File: src/fpk_defs.svh
`ifndef FPK_DEFS_SVH
`define FPK_DEFS_SVH

// --------------------------------------------------------------------
// clock and timing
// --------------------------------------------------------------------
`define FPK_CLK_HZ 10000000
`define FPK_IDLE_MIN 15
`define FPK_IDLE_CYC (64'(`FPK_IDLE_MIN) * 64'd60 * 64'(`FPK_CLK_HZ))
`define FPK_DB_MS 10
`define FPK_DB_CYC ((`FPK_DB_MS * (`FPK_CLK_HZ / 1000)))
`define FPK_TMR_W 36

// --------------------------------------------------------------------
// display geometry and contrast
// --------------------------------------------------------------------
`define FPK_LCD_ROWS 4
`define FPK_LCD_COLS 20
`define FPK_CONTRAST_RST 4'h8
`define FPK_CONTRAST_MAX 4'hF
`define FPK_CONTRAST_MIN 4'h0

// --------------------------------------------------------------------
// keypad, menu and leds
// --------------------------------------------------------------------
`define FPK_NAV_KEYS 9
`define FPK_ALNUM_N 10
`define FPK_MENU_DEPTH 8
`define FPK_LED_N 16
`define FPK_LED_OK_IDX 0
`define FPK_LED_TAG_IDX 1

`endif

File: src/fpk_pkg.sv
package fpk_pkg;

	// menu mode, one-hot
	typedef enum logic [3:0] {
		FPK_NAV = 4'h1,
		FPK_EDIT = 4'h2,
		FPK_RESET = 4'h4,
		FPK_FUNCTION_KEY = 4'h8
	} fpk_mode_t;

	// kind of the item currently selected, from the settings core
	typedef enum logic [2:0] {
		FPK_ITEM_MENU = 3'h0,
		FPK_ITEM_OPTION = 3'h1,
		FPK_ITEM_NUMERIC = 3'h2,
		FPK_ITEM_PASSWORD = 3'h3,
		FPK_ITEM_SCALAR = 3'h4,
		FPK_ITEM_RESETTABLE = 3'h5,
		FPK_ITEM_READONLY = 3'h6
	} fpk_item_t;

	// commands to the settings core
	typedef enum logic [3:0] {
		FPK_CMD_NONE = 4'h0,
		FPK_CMD_COMMIT = 4'h1,
		FPK_CMD_CANCEL = 4'h2,
		FPK_CMD_EXEC_FUNCTION_KEY = 4'h3,
		FPK_CMD_CONFIRM_RESET = 4'h4,
		FPK_CMD_CONFIRM_PWD = 4'h5,
		FPK_CMD_OPT_PREV = 4'h6,
		FPK_CMD_OPT_NEXT = 4'h7,
		FPK_CMD_SIGN_FLIP = 4'h8,
		FPK_CMD_CASE_FLIP = 4'h9,
		FPK_CMD_CHAR = 4'hA,
		FPK_CMD_SHORTCUT = 4'hB,
		FPK_CMD_SPECIAL = 4'hC
	} fpk_cmd_t;

	// named keys of the keypad
	typedef struct packed {
		logic up;
		logic down;
		logic left;
		logic right;
		logic back_out_key;
		logic enter;
		logic edit;
		logic function_key;
		logic special_char_key;
	} fpk_keys_t;

	// description of the current item, from the settings core
	typedef struct packed {
		logic [5:0] item_count;
		logic has_child;
		fpk_item_t kind;
	} fpk_core_in_t;

	// command to the settings core
	typedef struct packed {
		logic valid;
		fpk_cmd_t cmd;
		logic [7:0] arg;
	} fpk_core_cmd_t;

	// menu position shown to core and display
	typedef struct packed {
		fpk_mode_t mode;
		logic [2:0] depth;
		logic [5:0] item;
		logic [1:0] row;
		logic [4:0] col;
	} fpk_pos_t;

endpackage

File: src/fpk_debounce.sv
`timescale 1ns/1ps
`default_nettype none
`include "fpk_defs.svh"

module fpk_debounce #(
	parameter int N = 19,
	parameter int DB_CYC = 100000
) (
	// clock and reset
	input wire logic clk,
	input wire logic rst,
	// raw keys from the pins
	input wire logic [N-1:0] raw,
	// clean level and one press pulse per key
	output logic [N-1:0] level,
	output logic [N-1:0] press
);
	localparam int CW = $clog2(DB_CYC + 1);

	generate
		if (N < 1 || DB_CYC < 1) begin : g_chk
			$error("fpk_debounce: bad parameters");
		end
	endgenerate

	typedef struct packed {
		logic [N-1:0] s1;
		logic [N-1:0] s2;
		logic [N-1:0] lvl;
		logic [N-1:0] prs;
		logic [N-1:0][CW-1:0] cnt;
	} fpk_db_t;

	fpk_db_t st_r;
	fpk_db_t st_nxt;

	// RQ20 one press per key
	// sync, then accept a new level only once it stood for DB_CYC cycles
	always_comb begin
		st_nxt = st_r;
		st_nxt.s1 = raw;
		st_nxt.s2 = st_r.s1;
		st_nxt.prs = '0;
		for (int i = 0; i < N; i++) begin
			if (st_r.s2[i] == st_r.lvl[i]) begin
				st_nxt.cnt[i] = '0;
			end else if (st_r.cnt[i] == CW'(DB_CYC - 1)) begin
				st_nxt.cnt[i] = '0;
				st_nxt.lvl[i] = st_r.s2[i];
				st_nxt.prs[i] = st_r.s2[i];
			end else begin
				st_nxt.cnt[i] = st_r.cnt[i] + CW'(1);
			end
		end
	end

	// state register
	always_ff @(posedge clk or posedge rst) begin
		if (rst) begin
			st_r <= '0;
		end else begin
			st_r <= st_nxt;
		end
	end

	assign level = st_r.lvl;
	assign press = st_r.prs;

endmodule
`default_nettype wire

File: src/fpk_hmi.sv
`timescale 1ns/1ps
`default_nettype none
`include "fpk_defs.svh"

// Notes on behaviour
// RQ1 - fifteen idle minutes switch off the leds and the backlight
// RQ2 - self-check and live-work-tag leds keep working while saving power
// RQ3 - any key press relights backlight and restores every led
// RQ4 - fifteen idle minutes send the menu back to its root
// RQ5 - display cursor addresses four lines of twenty characters
// RQ6 - function plus up raises contrast, function plus down lowers it
// RQ7 - up selects previous item, first wraps to last
// RQ8 - down selects next item, past last wraps to first
// RQ9 - up or down steps option while editing a selectable option
// RQ10 - up or down flips the sign while editing a number
// RQ11 - up or down toggles letter case while editing a password
// RQ12 - left moves one menu level up
// RQ13 - right descends in navigation, moves cursor right while editing
// RQ14 - back-out goes up in navigation, cancels edit without change
// RQ15 - enter descends, commits, runs function code, confirms reset or password
// RQ16 - edit key enters edit mode or reset mode by item kind
// RQ17 - function key alone enters function-code entry mode
// RQ18 - alphanumeric keys give characters, or menu shortcuts in navigation
// RQ19 - special-char key inserts special characters while editing
// RQ20 - each press restarts both idle timers; one press is one event
module fpk_hmi
	import fpk_pkg::*;
#(
	parameter int ALNUM_N = `FPK_ALNUM_N,
	parameter int LED_N = `FPK_LED_N,
	parameter int LED_OK_IDX = `FPK_LED_OK_IDX,
	parameter int LED_TAG_IDX = `FPK_LED_TAG_IDX,
	parameter logic [`FPK_TMR_W-1:0] IDLE_CYC = `FPK_TMR_W'(`FPK_IDLE_CYC),
	parameter int DB_CYC = `FPK_DB_CYC
) (
	// clock and reset
	input wire logic clk,
	input wire logic rst,
	// keypad pins
	input wire fpk_pkg::fpk_keys_t keys_raw,
	input wire logic [ALNUM_N-1:0] alnum_raw,
	// settings core
	input wire fpk_pkg::fpk_core_in_t core_in,
	input wire logic [LED_N-1:0] led_want,
	output fpk_pkg::fpk_core_cmd_t core_cmd,
	output fpk_pkg::fpk_pos_t pos,
	// display and leds
	output logic backlight,
	output logic [3:0] contrast,
	output logic [LED_N-1:0] led_out
);
	import fpk_pkg::*;

	localparam int NK = `FPK_NAV_KEYS + ALNUM_N;

	generate
		if (ALNUM_N < 1 || ALNUM_N > 256 || LED_N < 2 || LED_OK_IDX >= LED_N ||
				LED_TAG_IDX >= LED_N || IDLE_CYC < 2) begin : g_chk
			$error("fpk_hmi: bad parameters");
		end
	endgenerate

	// --------------------------------------------------------------
	// key conditioning
	// --------------------------------------------------------------
	logic [NK-1:0] k_lvl;
	logic [NK-1:0] k_prs;
	fpk_keys_t kl;
	fpk_keys_t kp;
	logic [ALNUM_N-1:0] ap;
	logic any_press;

	fpk_debounce #(
		.N(NK),
		.DB_CYC(DB_CYC)
	) u_db (
		.clk(clk),
		.rst(rst),
		.raw({keys_raw, alnum_raw}),
		.level(k_lvl),
		.press(k_prs)
	);

	// split the clean vectors
	assign kl = k_lvl[NK-1:ALNUM_N];
	assign kp = k_prs[NK-1:ALNUM_N];
	assign ap = k_prs[ALNUM_N-1:0];
	assign any_press = |k_prs;

	// leds that never blank
	localparam logic [LED_N-1:0] EXEMPT = (LED_N'(1) << LED_OK_IDX) | (LED_N'(1) << LED_TAG_IDX);

	// --------------------------------------------------------------
	// state
	// --------------------------------------------------------------
	typedef struct packed {
		fpk_mode_t mode;
		fpk_item_t ekind;
		logic [2:0] depth;
		logic [5:0] item;
		logic [1:0] row;
		logic [4:0] col;
		logic [3:0] contrast;
		logic fn_combo;
		logic fn_prev;
		logic [`FPK_TMR_W-1:0] save_tmr;
		logic [`FPK_TMR_W-1:0] root_tmr;
		logic saving;
		logic cmd_valid;
		fpk_cmd_t cmd;
		logic [7:0] arg;
		logic [LED_N-1:0] led;
		logic backlight;
	} fpk_st_t;

	fpk_st_t st_r;
	fpk_st_t st_nxt;

	// previous item with wrap from first to last
	function automatic logic [5:0] prev_item(input logic [5:0] it, input logic [5:0] cnt);
		if (it == 6'h00) begin
			return (cnt == 6'h00) ? 6'h00 : cnt - 6'h01;
		end
		return it - 6'h01;
	endfunction

	// next item with wrap from last to first
	function automatic logic [5:0] next_item(input logic [5:0] it, input logic [5:0] cnt);
		if (it + 6'h01 >= cnt) begin
			return 6'h00;
		end
		return it + 6'h01;
	endfunction

	// index of the lowest pressed alphanumeric key
	function automatic logic [7:0] key_code(input logic [ALNUM_N-1:0] v);
		logic [7:0] c;
		c = 8'h00;
		for (int i = ALNUM_N - 1; i >= 0; i--) begin
			if (v[i]) begin
				c = 8'(i);
			end
		end
		return c;
	endfunction

	// --------------------------------------------------------------
	// next state
	// --------------------------------------------------------------
	always_comb begin
		st_nxt = st_r;
		st_nxt.cmd_valid = 1'b0;
		st_nxt.cmd = FPK_CMD_NONE;
		st_nxt.fn_prev = kl.function_key;

		// RQ20 restart idle timers
		if (any_press) begin
			st_nxt.save_tmr = '0;
			st_nxt.root_tmr = '0;
		end else begin
			if (st_r.save_tmr != IDLE_CYC) begin
				st_nxt.save_tmr = st_r.save_tmr + `FPK_TMR_W'(1);
			end
			if (st_r.root_tmr != IDLE_CYC) begin
				st_nxt.root_tmr = st_r.root_tmr + `FPK_TMR_W'(1);
			end
		end

		// RQ1 enter power saving
		if (!any_press && st_r.save_tmr == IDLE_CYC - `FPK_TMR_W'(1)) begin
			st_nxt.saving = 1'b1;
		end
		// RQ3 a press wakes the panel
		if (any_press) begin
			st_nxt.saving = 1'b0;
		end

		// function key combos with arrows
		if (kp.function_key) begin
			st_nxt.fn_combo = 1'b0;
		end
		if (kl.function_key && (kp.up || kp.down)) begin
			st_nxt.fn_combo = 1'b1;
			// RQ6 contrast stepping
			if (kp.up && st_r.contrast != `FPK_CONTRAST_MAX) begin
				st_nxt.contrast = st_r.contrast + 4'h1;
			end else if (kp.down && st_r.contrast != `FPK_CONTRAST_MIN) begin
				st_nxt.contrast = st_r.contrast - 4'h1;
			end
		end else if (st_r.fn_prev && !kl.function_key && !st_r.fn_combo) begin
			// RQ17 lone function key, taken on release
			st_nxt.mode = FPK_FUNCTION_KEY;
			st_nxt.col = 5'h00;
		end else begin
			case (st_r.mode)
				FPK_NAV: begin
					if (kp.up) begin
						// RQ7 previous with wrap
						st_nxt.item = prev_item(st_r.item, core_in.item_count);
						st_nxt.row = (st_r.item == 6'h00) ?
							((core_in.item_count > 6'(`FPK_LCD_ROWS)) ?
							2'(`FPK_LCD_ROWS - 1) : 2'(core_in.item_count - 6'h01)) :
							((st_r.row != 2'h0) ? st_r.row - 2'h1 : 2'h0);
					end else if (kp.down) begin
						// RQ8 next with wrap
						st_nxt.item = next_item(st_r.item, core_in.item_count);
						st_nxt.row = (next_item(st_r.item, core_in.item_count) == 6'h00) ?
							2'h0 : ((st_r.row != 2'(`FPK_LCD_ROWS - 1)) ?
							st_r.row + 2'h1 : st_r.row);
					end else if (kp.left || kp.back_out_key) begin
						// RQ12 one level up
						// RQ14 back-out in navigation
						if (st_r.depth != 3'h0) begin
							st_nxt.depth = st_r.depth - 3'h1;
							st_nxt.item = 6'h00;
							st_nxt.row = 2'h0;
						end
					end else if (kp.right || kp.enter) begin
						// RQ13 right descends
						// RQ15 enter descends
						if (core_in.has_child && st_r.depth != 3'(`FPK_MENU_DEPTH - 1)) begin
							st_nxt.depth = st_r.depth + 3'h1;
							st_nxt.item = 6'h00;
							st_nxt.row = 2'h0;
						end
					end else if (kp.edit) begin
						// RQ16 edit or reset mode
						if (core_in.kind == FPK_ITEM_RESETTABLE) begin
							st_nxt.mode = FPK_RESET;
						end else if (core_in.kind != FPK_ITEM_MENU &&
								core_in.kind != FPK_ITEM_READONLY) begin
							st_nxt.mode = FPK_EDIT;
							st_nxt.ekind = core_in.kind;
							st_nxt.col = 5'h00;
						end
					end else if (|ap) begin
						// RQ18 shortcut in navigation
						st_nxt.cmd_valid = 1'b1;
						st_nxt.cmd = FPK_CMD_SHORTCUT;
						st_nxt.arg = key_code(ap);
					end
				end
				FPK_EDIT: begin
					if (kp.up || kp.down) begin
						st_nxt.cmd_valid = 1'b1;
						st_nxt.arg = 8'h00;
						if (st_r.ekind == FPK_ITEM_OPTION) begin
							// RQ9 option stepping
							st_nxt.cmd = kp.up ? FPK_CMD_OPT_PREV : FPK_CMD_OPT_NEXT;
						end else if (st_r.ekind == FPK_ITEM_NUMERIC) begin
							// RQ10 sign flip
							st_nxt.cmd = FPK_CMD_SIGN_FLIP;
						end else if (st_r.ekind == FPK_ITEM_PASSWORD) begin
							// RQ11 case toggle
							st_nxt.cmd = FPK_CMD_CASE_FLIP;
						end else begin
							st_nxt.cmd_valid = 1'b0;
						end
					end else if (kp.right) begin
						// RQ13 cursor right, RQ5 twenty columns
						if (st_r.col != 5'(`FPK_LCD_COLS - 1)) begin
							st_nxt.col = st_r.col + 5'h01;
						end
					end else if (kp.back_out_key) begin
						// RQ14 cancel without change
						st_nxt.mode = FPK_NAV;
						st_nxt.cmd_valid = 1'b1;
						st_nxt.cmd = FPK_CMD_CANCEL;
					end else if (kp.enter) begin
						// RQ15 commit or confirm password
						st_nxt.mode = FPK_NAV;
						st_nxt.cmd_valid = 1'b1;
						st_nxt.cmd = (st_r.ekind == FPK_ITEM_PASSWORD) ?
							FPK_CMD_CONFIRM_PWD : FPK_CMD_COMMIT;
					end else if (kp.special_char_key) begin
						// RQ19 special character
						st_nxt.cmd_valid = 1'b1;
						st_nxt.cmd = FPK_CMD_SPECIAL;
						st_nxt.arg = {3'h0, st_r.col};
					end else if (|ap) begin
						// RQ18 character entry
						st_nxt.cmd_valid = 1'b1;
						st_nxt.cmd = FPK_CMD_CHAR;
						st_nxt.arg = key_code(ap);
						if (st_r.col != 5'(`FPK_LCD_COLS - 1)) begin
							st_nxt.col = st_r.col + 5'h01;
						end
					end
				end
				FPK_RESET: begin
					if (kp.enter) begin
						// RQ15 confirm reset
						st_nxt.mode = FPK_NAV;
						st_nxt.cmd_valid = 1'b1;
						st_nxt.cmd = FPK_CMD_CONFIRM_RESET;
					end else if (kp.back_out_key) begin
						st_nxt.mode = FPK_NAV;
						st_nxt.cmd_valid = 1'b1;
						st_nxt.cmd = FPK_CMD_CANCEL;
					end
				end
				FPK_FUNCTION_KEY: begin
					if (kp.enter) begin
						// RQ15 execute function code
						st_nxt.mode = FPK_NAV;
						st_nxt.cmd_valid = 1'b1;
						st_nxt.cmd = FPK_CMD_EXEC_FUNCTION_KEY;
					end else if (kp.back_out_key) begin
						st_nxt.mode = FPK_NAV;
						st_nxt.cmd_valid = 1'b1;
						st_nxt.cmd = FPK_CMD_CANCEL;
					end else if (|ap) begin
						// RQ18 function code digits
						st_nxt.cmd_valid = 1'b1;
						st_nxt.cmd = FPK_CMD_CHAR;
						st_nxt.arg = key_code(ap);
						if (st_r.col != 5'(`FPK_LCD_COLS - 1)) begin
							st_nxt.col = st_r.col + 5'h01;
						end
					end
				end
				default: begin
					st_nxt.mode = FPK_NAV;
				end
			endcase
		end

		// RQ4 idle return to root
		if (!any_press && st_r.root_tmr == IDLE_CYC - `FPK_TMR_W'(1)) begin
			st_nxt.mode = FPK_NAV;
			st_nxt.depth = 3'h0;
			st_nxt.item = 6'h00;
			st_nxt.row = 2'h0;
			st_nxt.col = 5'h00;
		end

		// RQ2 exempt leds follow demand
		// RQ3 others follow demand when awake
		st_nxt.led = st_nxt.saving ? (led_want & EXEMPT) : led_want;
		st_nxt.backlight = !st_nxt.saving;
	end

	// state register
	always_ff @(posedge clk or posedge rst) begin
		if (rst) begin
			st_r <= '{mode: FPK_NAV, ekind: FPK_ITEM_MENU, cmd: FPK_CMD_NONE,
				contrast: `FPK_CONTRAST_RST, backlight: 1'b1, default: '0};
		end else begin
			st_r <= st_nxt;
		end
	end

	// --------------------------------------------------------------
	// outputs
	// --------------------------------------------------------------
	assign core_cmd = '{valid: st_r.cmd_valid, cmd: st_r.cmd, arg: st_r.arg};
	assign pos = '{mode: st_r.mode, depth: st_r.depth, item: st_r.item,
		row: st_r.row, col: st_r.col};
	assign backlight = st_r.backlight;
	assign contrast = st_r.contrast;
	assign led_out = st_r.led;
endmodule
`default_nettype wire

File: config.mk
export PLATFORM = sky130hd
export DESIGN_NAME = fpk_hmi
export DESIGN_NICKNAME = d
export VERILOG_FILES = /design/src/fpk_pkg.sv /design/src/fpk_debounce.sv /design/src/fpk_hmi.sv
export VERILOG_INCLUDE_DIRS = /design/src
export SDC_FILE = /design/constraint.sdc
export NUM_CORES = 1
export LEC_CHECK = 0
export ABC_CLOCK_PERIOD_IN_PS = 18100
export CAP_MARGIN = 20
export CORE_UTILIZATION = 25
export CTS_CLUSTER_DIAMETER = 100
export DETAILED_ROUTE_END_ITERATION = 10
export DONT_BUFFER_PORTS = 1
export HOLD_SLACK_MARGIN = 0.03
export SLEW_MARGIN = 20
export SYNTH_ARGS = -nofsm -noshare
export SYNTH_HDL_FRONTEND = slang
export SYNTH_SLANG_ARGS = --single-unit
File: constraint.sdc
create_clock -name clk -period 18.1 [get_ports clk]
set_clock_uncertainty 0.05 [all_clocks]
set_input_delay 2.715 -clock clk [delete_from_list [all_inputs] [get_ports clk]]
set_output_delay 2.715 -clock clk [all_outputs]
set_load 0.02 [all_outputs]
* Word-level counts from Yosys, hierarchy flattened *
Cells that the tools add are included.
Widths: inputs -> output; s select.

word-level totals
  flip-flop bits (word level) = 531
  bits in latches = 0
  memory bits (writable) = 0
  bits in read-only memories = 0
  input bits = 47
  output and inout port bits = 54
  logic and storage cells = 470
  memories kept = 0

operators by class
  $add $sub $neg = 31
  multiply operators = 0
  div/mod/pow operators = 0
  magnitude comparators = 2
  eq/ne operators = 90
  shift-type cells = 0
  mux-type cells = 199
  bitwise operators = 26
  reduce and logical (&&, ||, !) cells = 64

operator list
  cell                   count
  $mux 17                38
  $add 17x1->17 const B  19
  $eq 17x17->1 const B   19
  $mux 13                12
  $mux 5                 23
  $mux 8                 14
  $add 36x1->36 const B  2
  $eq 36x34->1 const B   2
  $mux 36                2
  $mux 72                1
  $ne 36x34->1 const B   2
  $mux 4                 16
  $mux 6                 10
  $mux 1                 57
  $mux 11                4
  $ne 4x4->1 const B     11
  $reduce_and 2->1       20
  $mux 16                2
  $mux 14                2
  $mux 7                 4
  $not 1->1              26
  $pmux 8 s3             1
  $mux 23                1
  $ne 2x2->1 const B     11
  other kinds (51)       113

* Logic depth before layout (Yosys ltp) *
Gate-level depths: netlist of the first run.

  word-level depth = 22
  mapped depth = 10
  mapped depth without buffers = 10

* Hierarchy *
From an unflattened synthesis of the first run, not the netlist that was laid out.

second synthesis, totals
  cell total of the unflattened synthesis = 2,703
  area, all modules = 26,711.9 um2

modules (own cells, without submodules)
  module        times used  cells each  area an instance (um2)
  fpk_debounce  1           1,819       18,704.2
  fpk_hmi       1           884         8,007.7

* Worst setup path before layout of the first run *
No wires, ideal clock.

  path kind = input-to-reg
  start = input core_in[8] (netlist name)
  end = register st_r, in the netlist pos[6]
  library setup time = 122 ps
  data arrival time = 4,351 ps
  data required time = 17,928 ps
  setup slack = 13,578 ps
  cell stages on the path = 7
  path buffers = 0
  path through = inv_1 -> ha_1 -> a21o_1 -> a211o_1 -> a211oi_1 -> nand3_1 -> a32o_1

on the way
  word-level cells in the longest chain between the ends = 21
  elaborated cells between the ends (all ways) = 26
  those cells by class = order compare: 2; eq/ne: 1; mux: 21; reduce/logical: 2

ends and longest elaborated chain
  what                  RTL line        RTL
  start, declared       fpk_hmi.sv:43   input wire fpk_pkg::fpk_core_in_t core_in,
  $ge 6x6->1            fpk_hmi.sv:129  if (it + 6'h01 >= cnt) begin
  $mux 1                fpk_hmi.sv:129
  $mux 1                fpk_hmi.sv:204  end else if (kp.down) begin
  $mux 1                fpk_hmi.sv:197  if (kp.up) begin
  $mux 1                fpk_hmi.sv:195  case (st_r.mode)
  $mux 1                fpk_hmi.sv:190  end else if (st_r.fn_prev && !kl.function_key && !st_r.fn_combo) begin
  $mux 1                fpk_hmi.sv:182  if (kl.function_key && (kp.up || kp.down)) begin
  $mux 6                fpk_hmi.sv:132  return it + 6'h01;
  [5 not listed]        n/a
  $logic_not 6->1       fpk_hmi.sv:207  st_nxt.row = (next_item(st_r.item, core_in.item_count) == 6'h00) ?
  $mux 2                fpk_hmi.sv:207
  $mux 8                fpk_hmi.sv:204
  $mux 8                fpk_hmi.sv:197
  $mux 14               fpk_hmi.sv:195
  $mux 14               fpk_hmi.sv:190
  $mux 23               fpk_hmi.sv:182
  $mux 16               fpk_hmi.sv:329  if (!any_press && st_r.root_tmr == IDLE_CYC - `FPK_TMR_W'(1)) begin
  end signal, assigned  fpk_hmi.sv:346  st_r <= '{mode: FPK_NAV, ekind: FPK_ITEM_MENU, cmd: FPK_CMD_NONE,
  end signal, assigned  fpk_hmi.sv:349  st_r <= st_nxt;
  end, declared         fpk_hmi.sv:116  fpk_st_t st_r;

Several ways; a longest one is shown, not always the timed one. The select of a mux whose other input is x is not followed.
A chain may end at the register's enable or synchronous reset.

==> results.txt, run 1 <==
Outcome -> completed
GRT Overall Usage -> 10.4%
Final Hold Viols -> 0
Largest area contributor in the netlist -> dfrtp_1
Post-route ant nets -> 0
Post-CTS setup buffers -> 0
DIE AREA -> 104,000 um2
Slew Limit Fails -> 0
Max incr delay on CP -> 0.87 ns
Vias in the first global route -> 17,300
Root buffer cell -> clkbuf_16
DR vias -> 17,700
WL/cell -> 13.6 um
Multi-input gate area -> 11,600 um2
Max Freq -> 228 MHz
Routed wire length -> 54,000 um
Most frequent cells after synthesis -> dfrtp_1 (528), nor2_1 (483), xor2_1 (228)
Fill count -> 10,700
Mapped Nets -> 2,686
Post-CTS sizing -> 0
Pwr Total -> 2.54 mW
Critical path's slowest cell -> buf_4
RD Place Congestion -> 0.820
Clk buf depth -> 3
Boundary Pins -> 101
Vias per std cell -> 4.45
Synth async-reset ratio -> 100%
Min Tclk post-route -> 4.39 ns
Final nets -> 2,649
Worst skew pair latency -> 0.61 ns
CP startpoint kind -> input port
Dominant cells by area after synthesis -> dfrtp_1 (51%), xor2_1 (7.8%), nor2_1 (7.0%)
Final setup violating endpoints -> 0
Effective utilization at floorplan -> 25.3%
CTS buffer count -> 57
Rows -> 117
Most frequent cell after synthesis -> dfrtp_1
Share of the yosys chip area belonging to registers -> 51.7%
Final std cells w/o fill -> 3,978
Die width -> 323 um
CP max FO -> 162
Max Cap Viol -> 0
Syn Std Cell Area -> 25,700 um2
Cells after synthesis -> 2,600
Core Util, Final -> 28.3%
CP arrival -> 4.94 ns
Post-route setup slack -> 13.71 ns
Share of post-route cells with drive strength above 1 -> 6.36%
CTS tree -> built
P per Cell Area -> 88.1 nW/um2
Area grow syn2layout -> 12.1%
Post-synth top area share -> 51.3%
DRC -> 0
Worst vdd rail ir drop -> 79.8 uV
Port bufs -> 0
Ys Warns -> 0
Seq. cell area -> 13,300 um2
Critical path class -> input port to asynchronous set/reset pin
EDFF count, synth -> 0
Required time of the critical path -> 18.65 ns
Initial DRT Pass Iterations -> 5
Initial drt markers -> 1,049
Cell leakage power -> 12.2 nW
Final Cycle Share -> 24.3%
Gr ovfl total -> 0
TNS Setup -> 0 ns
Number of synthesized register bits -> 531
CTS clock-pin slew for the worst setup and hold paths -> 0.06 ns
Hold_buf cts -> 0
Top delay family on crit path -> buffers and inverters
Post-synth cell types -> 75
Critical path buffers and inverters -> 3
Crit. End Element -> asynchronous set/reset pin
Largest net degree at the start of global routing -> 163
Hold Crit Class -> register to register
Slew margin rel. -> 35.0%
Core Footprint -> 102,000 um2
First-pass GRT wire length -> 89,900 um
Worst Max-Slew Pin Slew -> 0.975 ns
Crit path cell chain -> inv_8 -> buf_12 -> buf_4
Die Span Y -> 323 um
Placed cell count -> 3,872
Avg Cell Area, Syn -> 9.90 um2
Initial antenna violation count -> 6
RSZ-0062 raised after global routing -> false
DP Worst Slack -> 12.89 ns
Most used DFF post-synth -> dfrtp_1
CTS sink cnt -> 531
DP HPWL -> 36,800 um
Number of H-tree levels -> 2
R2R Setup Slk -> 14.49 ns
==> stage by stage <==
step,instance area [um2],hold WS (ns)
after floorplan,25700,0.281
after global placement,26900,0.283
after detailed placement,26900,0.285
after CTS,28900,0.299
after global routing,28900,0.305
final,28900,0.298
==> final cells by class <==
| class | count | area share [%] |
|---|---|---|
| sequential | 531 | 46.1 |
| multi-input combinational | 1894 | 40.1 |
| tap | 1368 | 5.93 |
| clock buffer | 79 | 5.68 |
| clock inverter | 26 | 1.02 |
| inverter | 71 | 0.950 |
| timing repair buffer | 8 | 0.251 |
| antenna | 1 | 0.00867 |
==> state kept, by name (all words and copies together) (netlist names) <==
signal and flops:
u_db.st_r 342, st_r 78, pos 20, u_db.level 19, u_db.press 19, u_db.st_nxt 19, led_out 16, core_cmd 13
contrast 4, backlight 1
==> worst paths after layout <==
kind | cells past startpoint | start | to
worst min register to register | 0 | u_db.st_nxt[368]$_DFF_PP0_ | u_db.st_r[368]$_DFF_PP0_
min in group asynchronous | 1 | rst | core_cmd[11]$_DFF_PP0_
worst max-delay path | 3 | rst | led_out[4]$_DFF_PP0_
worst min-delay path | 0 | u_db.st_nxt[368]$_DFF_PP0_ | u_db.st_r[368]$_DFF_PP0_
worst max register to register | 9 | pos[7]$_DFFE_PP0P_ | pos[6]$_DFFE_PP0P_
max in group clk | 0 | pos[18]$_DFFE_PP0P_ | pos[18]
==> kinds of logic after synthesis <==
group	Yosys count	synth area share (%)
buffers and inverters	175	3.40
XOR/XNOR	375	12.8
AND/OR/NAND/NOR	1302	25.3
flip-flops	531	51.7
multiplexers	26	1.13
AO/OA/AOI/OAI	152	3.84
adder cells (fa/ha/maj)	39	1.95
==> layer usage <==
metal | share of wire, % | track usage, % | routed length [um] | vias to the layer above
li1 | - | - | - | 8760
met1 | 48 | 14.3 | 26000 | 8571
met2 | 42 | 15.5 | 22500 | 286
met3 | 7.9 | 3.63 | 4260 | 86
met4 | 2.2 | 3.01 | 1180 | 2
met5 | 0.024 | 0 | 13 | -
==> worst reg2reg max path, cell delays in order (launching register included) <==
cell,delay [ns]
dfrtp_1,0.69
ha_1,0.28
nand3_1,0.10
xnor2_1,0.38
ha_1,0.33
a21o_1,0.18
a211o_1,0.30
a211oi_1,0.75
nand3_1,0.15
a32o_1,0.29
==> power by group <==
part	leakage [nW]	switching (mW)	internal, mW
logic	4.09	0.0798	0.0323
registers	7.20	0.0258	1.21
clock network	0.961	0.494	0.705
total	12.2	0.599	1.94
==> cell usage in the layout, fill, tap and decap left out, drive strengths merged, types with 10 or more instances in the layout <==
| cell | instances |
|---|---|
| nor3b | 22 |
| inv | 73 |
| a21oi | 36 |
| nor4b | 14 |
| nand3 | 201 |
| clkbuf | 79 |
| xor2 | 228 |
| nand4 | 79 |
| and3 | 55 |
| nand2b | 21 |
| or4 | 11 |
| ha | 37 |
| a22o | 12 |
| a31oi | 10 |
| xnor2 | 147 |
| nor4 | 36 |
| nor2b | 24 |
| and4 | 28 |
| mux2 | 24 |
| dfrtp | 528 |
| nor3 | 80 |
| or4b | 13 |
| or3 | 15 |
| clkinv | 17 |
| nand2 | 185 |
| o21ai | 43 |
| nor2 | 483 |
No activity file was read; power rests on OpenSTA's default activity.
==> run 2: changes to the inputs <==
ABC_CLOCK_PERIOD_IN_PS = 3600   (was 18100)
clock period = 3.6 ns   (was 18.1 ns; I/O delays follow)
==> run 2 against run 1 <==
  * Clock-buffer cell count decreased by 5
  * Routed wire length increased by 2.6%
  * Sequential power increased to 5.0 times the previous value
  * Largest power group is now clock
  * Worst setup slack got worse by 13 ns
  * Critical path depth increased by 7
  * Hold slack got worse by 0.12 ns
  * Global-route usage increased by 0.28 points
  * Register-to-register slack got worse by 14 ns
==> results.txt, run 2 (synthesized netlist as in run 1, its figures left out) <==
CTS tree -> built (unchanged)
GRT Overall Usage -> 10.7% (was 10.4%)
Slew Limit Fails -> 0 (unchanged)
P per Cell Area -> 456 nW/um2 (was 88.1 nW/um2)
Most frequent cells in the layout -> dfrtp_1 (528), nor2_1 (483), xor2_1 (228), nand3_1 (201), nand2_1 (185) (unchanged)
Max reg flops -> 342 (unchanged)
Max Freq -> 331 MHz
CTS sink cnt -> 531 (unchanged)
Die width -> 323 um (unchanged)
CP startpoint kind -> register (was input port)
RD Place Congestion -> 0.840 (was 0.820)
DR vias -> 18,000 (was 17,700)
Initial DRT Pass Iterations -> 5 (unchanged)
Final setup violating endpoints -> 0 (unchanged)
Outcome -> completed (unchanged)
Worst vdd rail ir drop -> 348 uV (was 79.8 uV)
Post-route ant nets -> 0 (unchanged)
Core Footprint -> 102,000 um2 (unchanged)
Initial antenna violation count -> 5 (was 6)
CP arrival -> 3.52 ns (was 4.94 ns)
Clk buf depth -> 3 (unchanged)
DP HPWL -> 38,200 um (was 36,800 um)
Critical path's slowest cell -> dfrtp_1 (was buf_4)
Crit. End Element -> register (was asynchronous set/reset pin)
Share of post-route cells with drive strength above 1 -> 7.19% (was 6.36%)
Root buffer cell -> clkbuf_16 (unchanged)
Die Span Y -> 323 um (unchanged)
Min Tclk post-route -> 3.02 ns
Final nets -> 2,708 (was 2,649)
CTS clock-pin slew for the worst setup and hold paths -> 0.07 ns (was 0.06 ns)
Final Cycle Share -> 83.8%
Vias in the first global route -> 17,500 (was 17,300)
Cell leakage power -> 12.6 nW (was 12.2 nW)
Placed cell count -> 3,890 (was 3,872)
Largest Register -> u_db.st_r (unchanged)
Hold Crit Class -> input port to register (was register to register)
Number of H-tree levels -> 2 (unchanged)
RSZ-0062 raised after global routing -> false (unchanged)
Vias per std cell -> 4.45 (about the same)
Most common cell after layout, fill and taps aside -> dfrtp_1 (unchanged)
DIE AREA -> 104,000 um2 (unchanged)
Gr ovfl total -> 0 (unchanged)
Crit path cell chain -> ha_1 -> nand3_1 -> xnor2_1 -> ha_1 -> a21o_1 -> a211o_1 -> a211oi_1 -> buf_4 -> nand3_1 -> a32o_1 (was inv_8 -> buf_12 -> buf_4)
Max incr delay on CP -> 0.58 ns (was 0.87 ns)
Initial drt markers -> 1,097 (was 1,049)
Worst skew pair latency -> 0.66 ns (was 0.61 ns)
Core Util, Final -> 29.2% (was 28.3%)
Final Hold Viols -> 0 (unchanged)
Boundary Pins -> 101 (unchanged)
CP max FO -> 8 (was 162)
Largest net degree at the start of global routing -> 106 (was 163)
Max Cap Viol -> 0 (unchanged)
Worst Max-Slew Pin Slew -> 0.942 ns (was 0.975 ns)
Final std cells w/o fill -> 4,042 (was 3,978)
CTS buffer count -> 59 (was 57)
Slew margin rel. -> 37.1% (was 35.0%)
WL/cell -> 13.7 um (was 13.6 um)
First-pass GRT wire length -> 92,100 um (was 89,900 um)
Post-CTS sizing -> 0 (unchanged)
DRC -> 0 (unchanged)
Effective utilization at floorplan -> 25.3% (unchanged)
Critical path class -> register to register (was input port to asynchronous set/reset pin)
Required time of the critical path -> 4.10 ns (was 18.65 ns)
Port bufs -> 0 (unchanged)
Routed wire length -> 55,400 um (was 54,000 um)
Rows -> 117 (unchanged)
Area grow syn2layout -> 15.5% (was 12.1%)
run 2: cell types whose count changed in the layout (fill, tap and decap cells not counted), sizes merged:
cell / delta
clkbuf: -5
dlygate4sd3: +39
clkinvlp: +1
buf: +18
bufinv: +7
clkinv: +4
inv: -1
diode: +1
run 2: cell type report:
class	count	area, um2
clock buffer	74	1620
timing repair buffer	65	673
inverter	71	270
antenna	2	5.00
fill	10600	72200
sequential	531	13300
tap	1368	1710
multi-input combinational	1894	11600
clock inverter	37	586
run 2: per-stage QoR:
stage | setup TNS (ns) | instance area (um2) | hold WS [ns] | worst slack [ns] | total power [mW]
after floorplan | -2227.13 | 25700 | 0.281 | -4.21 | 6.71
after global placement | 0 | 27100 | 0.288 | 0.570 | 6.88
after detailed placement | 0 | 27100 | 0.286 | 0.622 | 6.89
after CTS | 0 | 29700 | 0.119 | 0.606 | 13.8
after global routing | 0 | 29700 | 0.189 | 0.392 | 14.1
final | 0 | 29700 | 0.183 | 0.582 | 13.5
run 2: per-layer routing:
metal  share of wire, %  global-route usage [%]
met3                8.1                    3.68
met2                 42                    15.5
met5              0.047                       0
met4                2.4                    3.19
met1                 48                    15.0
run 2: path summary, 6_finish.rpt:
kind                                             from                       end  slack (ns)  depth (start not counted)
setup / recovery                   pos[8]$_DFFE_PP0P_        pos[6]$_DFFE_PP0P_        0.58                         10
hold / removal                             core_in[4]        pos[7]$_DFFE_PP0P_        0.18                          3
setup reg to reg                   pos[8]$_DFFE_PP0P_        pos[6]$_DFFE_PP0P_        0.58                         10
hold reg to reg            u_db.st_nxt[367]$_DFF_PP0_  u_db.st_r[367]$_DFF_PP0_        0.30                          0
max in group asynchronous                         rst  u_db.st_r[118]$_DFF_PP0_        2.04                          3
min in group asynchronous                         rst  u_db.st_r[264]$_DFF_PP0_        0.48                          2
run 2: report_power, final:
group | switching [mW] | internal, mW
Sequential | 0.128 | 6.07
Clock | 2.65 | 4.09
Combinational | 0.406 | 0.212
run 2: critical path, delay by kind of cell (launching register included):
| kind | cells | cell delay [ns] |
|---|---|---|
| buffers and inverters | 1 | 0.20 |
| AOI/OAI and AO/OA | 4 | 1.01 |
| and+or+nand+nor | 2 | 0.18 |
| adders and majority gates | 2 | 0.57 |
| xor gates and xnor gates | 1 | 0.33 |
| DFF | 1 | 0.58 |
run 2: what timing repair did:
| item | 4_1_cts | 5_1_grt |
|---|---|---|
| setup buffers | 0 | 0 |
| hold buffers | 39 | 0 |
| hold endpoints to repair | 59 | 0 |
